### config.mk
export PLATFORM = sky130hd
export DESIGN_NAME = kbil_latch
export DESIGN_NICKNAME = d
export VERILOG_FILES = /design/src/rtl/kbil_pkg.sv /design/src/rtl/kbil_latch.sv
export VERILOG_INCLUDE_DIRS = /design/src /design/src/rtl
export SDC_FILE = /design/constraint.sdc
export NUM_CORES = 1
export LEC_CHECK = 0
export ABC_AREA = 1
export BUFFER_PORTS_ARGS = -buffer_cell sky130_fd_sc_hd__buf_2
export CAP_MARGIN = 15
export CORE_UTILIZATION = 45
export DETAILED_ROUTE_END_ITERATION = 8
export PLACE_DENSITY = 0.73
export SYNTH_ARGS = -nofsm -noshare
export SYNTH_HDL_FRONTEND = slang
export SYNTH_SLANG_ARGS = --single-unit
### constraint.sdc
create_clock -name clk_in -period 1.5 [get_ports clk_in]
set_input_delay 0.075 -clock clk_in [delete_from_list [all_inputs] [get_ports clk_in]]
set_output_delay 0.075 -clock clk_in [all_outputs]
set_load 0.1 [all_outputs]
### src/rtl/kbil_consts.svh
// Offsets, field positions and reset values of the keypad interrupt latch
`ifndef KBIL_CONSTS_SVH
`define KBIL_CONSTS_SVH
`define KBIL_ADDR_W 8
`define KBIL_OFF_PIN_ENABLE 8'h1B
`define KBIL_OFF_STATUS_CONTROL 8'h1A
`define KBIL_OFF_PORT_DIR 8'h1C
`define KBIL_OFF_PORT_READ 8'h1D
`define KBIL_OFF_BREAK_CTRL 8'h1E
`define KBIL_BIT_PENDING 3
`define KBIL_BIT_ACK 2
`define KBIL_BIT_MASK 1
`define KBIL_BIT_LEVEL 0
`define KBIL_BIT_BREAK_CLEAR_ENABLE 0
`define KBIL_RST_BYTE 8'h00
`define KBIL_ZERO_WORD 32'h0000_0000
`define KBIL_ALL_ONES_BYTE 8'hFF
`define KBIL_VECTOR_HI 16'hFFE0
`define KBIL_VECTOR_LO 16'hFFE1
`endif

### src/rtl/kbil_pkg.sv
// Types shared by the keypad interrupt latch
package kbil_pkg;
    typedef struct packed {
        logic level_mode_select;
        logic request_mask;
    } kbil_ctrl_s;
    typedef enum logic [1:0] {
        KBIL_IDLE = 2'b00,
        KBIL_DATA = 2'b01
    } kbil_bus_e;
endpackage

### src/rtl/kbil_latch.sv
// Keypad interrupt latch with Avalon-MM register slave
// Summary of operation
// - Latch request when an enabled pin falls while all enabled pins were high
// - Eight individually enabled keypad inputs share one latch and one mask
// - Level mode: falling edges and lows; clear needs ack plus all pins high
// - Keypad vector fetch acts as acknowledge clearing the request
// - Writing 1 to the acknowledge bit gives the same acknowledge
// - Falling edges after a software acknowledge latch a new request
// - Unmasked latched request makes the CPU take vector at FFE0/FFE1
// - Level mode holds the request while any enabled pin is low
// - Level mode accepts acknowledge and pin release in either order
// - Edge mode: acknowledge clears the request at once
// - Reset clears request and level mode even with a pin held low
// - Pending flag shows the request whatever the mask
// - Enable forces pin to input; pin read only with direction bit 0
// - Break clear-enable 1 lets ack clear latch in break; stays cleared
// - Break clear-enable 0 makes software acks in break do nothing; vector fetch still clears
// - Status bits 7 to 4 read zero and ignore writes
// - Pending flag is read only, set while pending, cleared by reset
// - Acknowledge bit is write only, reads zero, reset clears it
// - Mask bit read/write; 1 blocks CPU request; reset clears it
// - Level mode bit read/write; 1 adds low levels; reset clears it
// - Enable register at 001B, bit n enables pin n, resets to zero
// - Keypad logic runs in wait and stop to wake the processor
`timescale 1ns/100ps
`include "kbil_consts.svh"
`default_nettype none
module kbil_latch (
    input wire logic clk_in, // Bus clock, 250 MHz
    input wire logic rstn_in, // Synchronous reset, active low
    input wire logic ce_in, // Clock enable, freezes state when low
    input wire logic [7:0] port_a_pin_in, // Asynchronous keypad pins
    input wire logic vector_fetch_in, // CPU fetching the keypad vector
    input wire logic break_state_in, // Debug break state active
    input wire logic [7:0] avs_address_in, // Byte address
    input wire logic avs_read_in, // Read request
    input wire logic avs_write_in, // Write request
    input wire logic [31:0] avs_writedata_in, // Write data
    input wire logic [3:0] avs_byteenable_in, // Byte enables
    output logic [31:0] avs_readdata_out, // Read data
    output logic avs_waitrequest_out, // Stall until answer ready
    output logic avs_response_out, // Low: okay, high: unmapped
    output logic irq_out, // CPU keypad interrupt request
    output logic [7:0] pin_input_force_out // Pins forced to input
);
    logic [7:0] sync1_r, sync2_r, sync3_r;
    logic [7:0] sync1_nxt, sync2_nxt, sync3_nxt;
    logic [7:0] pin_en_r, pin_en_nxt, dir_r, dir_nxt;
    kbil_pkg::kbil_ctrl_s ctrl_r, ctrl_nxt;
    logic break_clear_enable_r, break_clear_enable_nxt;
    logic req_r, req_nxt;
    logic ack_pend_r, ack_pend_nxt;
    logic irq_r, irq_nxt;
    logic [7:0] force_r, force_nxt;
    kbil_pkg::kbil_bus_e bus_r, bus_nxt;
    logic [31:0] rdata_r, rdata_nxt;
    logic wait_r, wait_nxt;
    logic resp_r, resp_nxt;
    logic any_low_now, any_low_prev, fall, ack, wr_go, lane0, mapped;
    logic [7:0] wbyte, rbyte;

    // Pin synchroniser; only sync2 onward feeds detection
    always_comb begin
        sync1_nxt = port_a_pin_in;
        sync2_nxt = sync1_r;
        sync3_nxt = sync2_r;
    end
    always_ff @(posedge clk_in) begin
        if (!rstn_in) begin
            sync1_r <= `KBIL_ALL_ONES_BYTE;
            sync2_r <= `KBIL_ALL_ONES_BYTE;
            sync3_r <= `KBIL_ALL_ONES_BYTE;
        end else if (ce_in) begin
            sync1_r <= sync1_nxt;
            sync2_r <= sync2_nxt;
            sync3_r <= sync3_nxt;
        end
    end

    // Bus decode
    always_comb begin
        wbyte = avs_writedata_in[7:0];
        lane0 = avs_byteenable_in[0];
        wr_go = (bus_r == kbil_pkg::KBIL_IDLE) && avs_write_in && lane0;
        mapped = (avs_address_in == `KBIL_OFF_PIN_ENABLE) ||
                 (avs_address_in == `KBIL_OFF_STATUS_CONTROL) ||
                 (avs_address_in == `KBIL_OFF_PORT_DIR) ||
                 (avs_address_in == `KBIL_OFF_PORT_READ) ||
                 (avs_address_in == `KBIL_OFF_BREAK_CTRL);
    end

    // Detection and latch
    always_comb begin
        any_low_now = |(~sync2_r & pin_en_r);
        // Previous sample under today's enables, so a newly enabled low pin does not count as a fall
        any_low_prev = |(~sync3_r & pin_en_r);
        fall = any_low_now && !any_low_prev;
        // Acknowledge from software write, or from vector fetch
        ack = (wr_go && avs_address_in == `KBIL_OFF_STATUS_CONTROL &&
               wbyte[`KBIL_BIT_ACK]) || vector_fetch_in;
        if (break_state_in && !break_clear_enable_r) begin
            ack = vector_fetch_in;
        end
        // Cleared in break stays cleared: nothing restores it
        ack_pend_nxt = ack_pend_r;
        req_nxt = req_r;
        if (ctrl_r.level_mode_select) begin
            // Held ack waits for release of all pins, either order
            if (ack || ack_pend_r) begin
                if (!any_low_now) begin
                    req_nxt = 1'b0;
                    ack_pend_nxt = 1'b0;
                end else begin
                    ack_pend_nxt = req_r || fall;
                end
            end
            if (any_low_now && (fall || req_r && !(ack || ack_pend_r))) begin
                req_nxt = 1'b1;
            end
            if (any_low_now && !req_r) begin
                req_nxt = 1'b1;
            end
        end else begin
            ack_pend_nxt = 1'b0;
            if (ack) begin
                req_nxt = 1'b0;
            end
            // New edge beats a simultaneous acknowledge
            if (fall) begin
                req_nxt = 1'b1;
            end
        end
        // Logic runs from the bus clock while ce_in is high; no wait or stop input gates it
        irq_nxt = req_nxt && !ctrl_r.request_mask;
        force_nxt = pin_en_r;
    end
    always_ff @(posedge clk_in) begin
        if (!rstn_in) begin
            req_r <= 1'b0;
            ack_pend_r <= 1'b0;
            irq_r <= 1'b0;
            force_r <= `KBIL_RST_BYTE;
        end else if (ce_in) begin
            req_r <= req_nxt;
            ack_pend_r <= ack_pend_nxt;
            irq_r <= irq_nxt;
            force_r <= force_nxt;
        end
    end

    // Register file
    always_comb begin
        pin_en_nxt = pin_en_r;
        dir_nxt = dir_r;
        ctrl_nxt = ctrl_r;
        break_clear_enable_nxt = break_clear_enable_r;
        if (wr_go) begin
            case (avs_address_in)
                `KBIL_OFF_PIN_ENABLE: begin
                    pin_en_nxt = wbyte;
                end
                `KBIL_OFF_STATUS_CONTROL: begin
                    // Upper bits and pending flag ignore writes
                    ctrl_nxt.request_mask = wbyte[`KBIL_BIT_MASK];
                    ctrl_nxt.level_mode_select = wbyte[`KBIL_BIT_LEVEL];
                end
                `KBIL_OFF_PORT_DIR: begin
                    dir_nxt = wbyte;
                end
                `KBIL_OFF_BREAK_CTRL: begin
                    break_clear_enable_nxt = wbyte[`KBIL_BIT_BREAK_CLEAR_ENABLE];
                end
                default: begin
                    break_clear_enable_nxt = break_clear_enable_r;
                end
            endcase
        end
    end
    always_ff @(posedge clk_in) begin
        if (!rstn_in) begin
            pin_en_r <= `KBIL_RST_BYTE;
            dir_r <= `KBIL_RST_BYTE;
            ctrl_r <= '0;
            break_clear_enable_r <= 1'b0;
        end else if (ce_in) begin
            pin_en_r <= pin_en_nxt;
            dir_r <= dir_nxt;
            ctrl_r <= ctrl_nxt;
            break_clear_enable_r <= break_clear_enable_nxt;
        end
    end

    // Avalon slave: one wait cycle, answer on the second edge
    always_comb begin
        rbyte = `KBIL_RST_BYTE;
        case (avs_address_in)
            `KBIL_OFF_PIN_ENABLE: begin
                rbyte = pin_en_r;
            end
            `KBIL_OFF_STATUS_CONTROL: begin
                rbyte[`KBIL_BIT_PENDING] = req_r;
                rbyte[`KBIL_BIT_ACK] = 1'b0;
                rbyte[`KBIL_BIT_MASK] = ctrl_r.request_mask;
                rbyte[`KBIL_BIT_LEVEL] = ctrl_r.level_mode_select;
            end
            `KBIL_OFF_PORT_DIR: begin
                rbyte = dir_r;
            end
            `KBIL_OFF_PORT_READ: begin
                rbyte = sync2_r & ~dir_r;
            end
            `KBIL_OFF_BREAK_CTRL: begin
                rbyte[`KBIL_BIT_BREAK_CLEAR_ENABLE] = break_clear_enable_r;
            end
            default: begin
                rbyte = `KBIL_RST_BYTE;
            end
        endcase
        bus_nxt = bus_r;
        rdata_nxt = rdata_r;
        wait_nxt = 1'b1;
        resp_nxt = resp_r;
        case (bus_r)
            kbil_pkg::KBIL_IDLE: begin
                if (avs_read_in || avs_write_in) begin
                    bus_nxt = kbil_pkg::KBIL_DATA;
                    wait_nxt = 1'b0;
                    resp_nxt = !mapped;
                    rdata_nxt = `KBIL_ZERO_WORD;
                    if (avs_read_in && mapped) begin
                        rdata_nxt[7:0] = rbyte;
                    end
                end
            end
            kbil_pkg::KBIL_DATA: begin
                bus_nxt = kbil_pkg::KBIL_IDLE;
            end
            default: begin
                bus_nxt = kbil_pkg::KBIL_IDLE;
            end
        endcase
    end
    always_ff @(posedge clk_in) begin
        if (!rstn_in) begin
            bus_r <= kbil_pkg::KBIL_IDLE;
            rdata_r <= `KBIL_ZERO_WORD;
            wait_r <= 1'b1;
            resp_r <= 1'b0;
        end else if (ce_in) begin
            bus_r <= bus_nxt;
            rdata_r <= rdata_nxt;
            wait_r <= wait_nxt;
            resp_r <= resp_nxt;
        end
    end

    always_comb begin
        avs_readdata_out = rdata_r;
        avs_waitrequest_out = wait_r;
        avs_response_out = resp_r;
        irq_out = irq_r;
        pin_input_force_out = force_r;
    end
endmodule // kbil_latch
`default_nettype wire

==> summary.md <==
| Metric | Value |
|---|---|
| Period minus WS final | 1.405 ns |
| Filler cells | 629 |
| Port Buffers | 50 |
| Met3 GRT Util | 0.04352 |
| Die Y | 83.49 um |
| Via-per-instance ratio | 4.919 |
| Adder-cell share of the synthesized area | 0 |
| Sum Neg Setup Slack | 0 ns |
| Compound-Gate Fraction of Synth Area | 0.1805 |
| Leak Pwr | 0.001644 uW |
| Cell with the most instances after synthesis | nand2_1 |
| Vias in the first global route | 2457 |
| Seq/Total Area, Yosys | 0.4355 |
| Worst EP arrival | 1.63 ns |
| VDD IR-drop max | 0.0007493 V |
| # clock sinks | 65 |
| Largest net degree at the start of global routing | 52 |
| Clock Latency Late Sink | 0.34 ns |
| Crit end category | flop |
| Synth Instances | 423 |
| ANT nets after route | 0 |
| Final Total Pwr | 4221 uW |
| Layout cells sized above 1 | 0.1914 |
| Hold Path Origin | avs_writedata_in[3] |
| Cell accounting for the most synthesized area | dfxtp_1 |
| #FFs+latches synth | 65 |
| Post-synthesis mux area share | 0 |
| Crit path required time | 1.73 ns |
| Area of the multi-input gates | 0.001349 sq mm |
| Critical path type | reg -> reg |
| Final setup viols | 0 |
| H-Tree Depth | 3 |
| Slew of the pin with the lowest slew margin | 0.5528 ns |
| First-pass GRT wire length | 11700 um |
| Power per cell area | 1182 mW/mm^2 |
| Gr usage total | 0.2134 |
| WL/cell | 12.54 um |
| CTS Buf Count | 9 |
| RSZ-0062 raised after global routing | no |
| Skew final | 0.006272 ns |
| Post-DP HPWL | 5085 um |
| Mapped cell area | 0.002988 sq mm |
| Fin. max-slew vios | 0 |
| Post-detailed-routing wire length | 7123 um |
| Synth Flop Type | dfxtp_1 |
| GR Util met1 | 0.2902 |
| Core footprint | 0.006386 sq mm |
| Gpl congestion | 0.8712 |
| CTS tree | built |
| NumNets Final | 545 |
| Clock Tree Root | clkbuf_8 |
| Worst R2R End | dir_r[4] |
| Row cnt | 29 |
| WHS Endpoint | dir_r[3] |
| Die width | 83.49 um |
| Worst hold path type | in -> reg |
| Drt initial violations | 176 |
| Top-area cell type share of the netlist area | 0.4355 |
| R2R depth | 5 |
| Layout area overhead | 19.51% |
| Main combinational cell family by area after synthesis | simple AND/OR/NAND/NOR gates |
| Worst R2R Setup Slack | 0.09 ns |
| Reg2reg start | bus_r[0] |
| Async S/R FF share, synth | 0 |
| Synth top area cells | dfxtp_1 44%, nand2_1 12%, o21ai_0 7.9% |
| Die area | 0.006970 sq mm |
| Final worst path period share | 0.9367 |
| CP Launch Type | flop |
| Post-Synth XOR/XNOR Area | 0 |
| Max Cap Viol | 0 |
| Register area | 0.001301 sq mm |
| Worst-path maximum fanout | 14 |
| Global route hottest layer | met2 |
| Hold-critical path depth | 3 |
| Synth cell count leaders | 93 x nand2_1, 65 x dfxtp_1, 47 x o21ai_0 |
| Max_slew headroom | 0.6311 |
| Post-synth EDFFs | 0 |
| Ports | 102 |
| Post-Synth Simple-Gate Area | 0.2399 |
| Clock-pin slew on the worst setup and hold paths | 0.08 ns |
| Clk buf depth | 2 |
| Via Count | 2794 |
| Status | completed |
| Fin. Hold Viols | 0 |
| # diodes | 0 |
| Yosys warning total | 0 |
| Grt total ovfl | 0 |
| Initial antenna violation count | 0 |
| Residual DRC | 0 |
| Initial core utilization | 0.4679 |
| GR Util met2 | 0.3249 |
| 1st-pass router iterations | 4 |
| Max frequency | 711.7 MHz |
| Post-Syn Area per Cell | 7.064 sq um |
| Distinct cells, synth | 25 |
[power breakdown]
group	leakage [uW]	switching, uW	internal, uW
registers	0.000532	36.7	1790
clock network	0.000113	727	987
logic	0.000999	558	125
total	0.00164	1320	2900
[state kept, by name (all words and copies together), names as in the netlist]
name	count
ack_pend_r	1
avs_readdata_out	8
avs_response_out	1
avs_waitrequest_out	1
break_clear_enable_r	1
bus_r	1
ctrl_r	2
dir_r	8
force_nxt	8
irq_out	1
pin_input_force_out	8
req_r	1
sync1_r	8
sync2_r	8
sync3_r	8
[routing by layer]
layer / up-vias / wire length [um]
met5: - / 0
met4: 0 / 109
met3: 9 / 425
met2: 93 / 3216
met1: 1243 / 3372
li1: 1449 / -
[worst max-delay path, cell delays in order (launching register included)]
cell and delay [ns]:
dfxtp_1 0.38, nor3_4 0.26, buf_4 0.19, nand2_2 0.17, o21ai_0 0.23, a21oi_1 0.05
[repair_timing]
item	in CTS	in global routing
setup buffers	0	1
setup endpoints to repair	0	3
endpoints found under the hold margin	8	0
hold buffers	8	0
resized for setup	0	1
[placed cells by master (no fill, tap or decap), types with 10 or more instances in the layout]
cell       n
conb_1    24
clkbuf_8  10
buf_4     12
buf_2     50
nand2_1   92
nand3_1   26
nor2_1    31
inv_1     41
a21oi_1   46
dfxtp_1   65
o21ai_0   47
[how the worst max path moves through the flow]
| stage | start | end | slack, ns | cells past startpoint |
|---|---|---|---|---|
| 3_5_place_dp | avs_address_in[5] | force_nxt[3] | 0.07 | 9 |
| 6_report | bus_r[0] | dir_r[4] | 0.09 | 5 |
| 2_1_floorplan | avs_readdata_out[0] | avs_readdata_out[0] | 0.18 | 2 |
| 4_1_cts | bus_r[0] | avs_readdata_out[5] | 0.12 | 7 |
| 3_3_place_gp | avs_address_in[7] | force_nxt[3] | 0.07 | 9 |
| 5_1_grt | bus_r[0] | dir_r[4] | 0.02 | 5 |
[logic make-up (layout without fill, tap and decap cells)]
| family | count (synthesis) | after routing |
|---|---|---|
| AOI/OAI and AO/OA | 104 | 104 |
| buffers and inverters | 87 | 132 |
| DFF | 65 | 65 |
| other | 1 | 24 |
| and+or+nand+nor | 166 | 166 |
[final cells by class]
class	count	area share
inverter	46	0.04940
clock buffer	10	0.03854
clock inverter	6	0.02523
tap	77	0.02698
sequential	65	0.3644
multi-input combinational	294	0.3777
timing repair buffer	70	0.1177
[per-stage QoR]
step                      instances  setup slack (ns)  utilization  cell area (sq um)  hold slack (ns)
after detailed placement        543           0.07181       0.5094               3253           0.2887
after global placement          543           0.07233       0.5094               3253           0.2862
after floorplan                 446            0.1844            -               3074           0.2013
final                           568           0.09499       0.5592               3571          0.03217
after global routing            568           0.01563       0.5592               3571          0.03057
after CTS                       567            0.1239       0.5576               3561          0.01772
(Power assumes the default switching activity.)
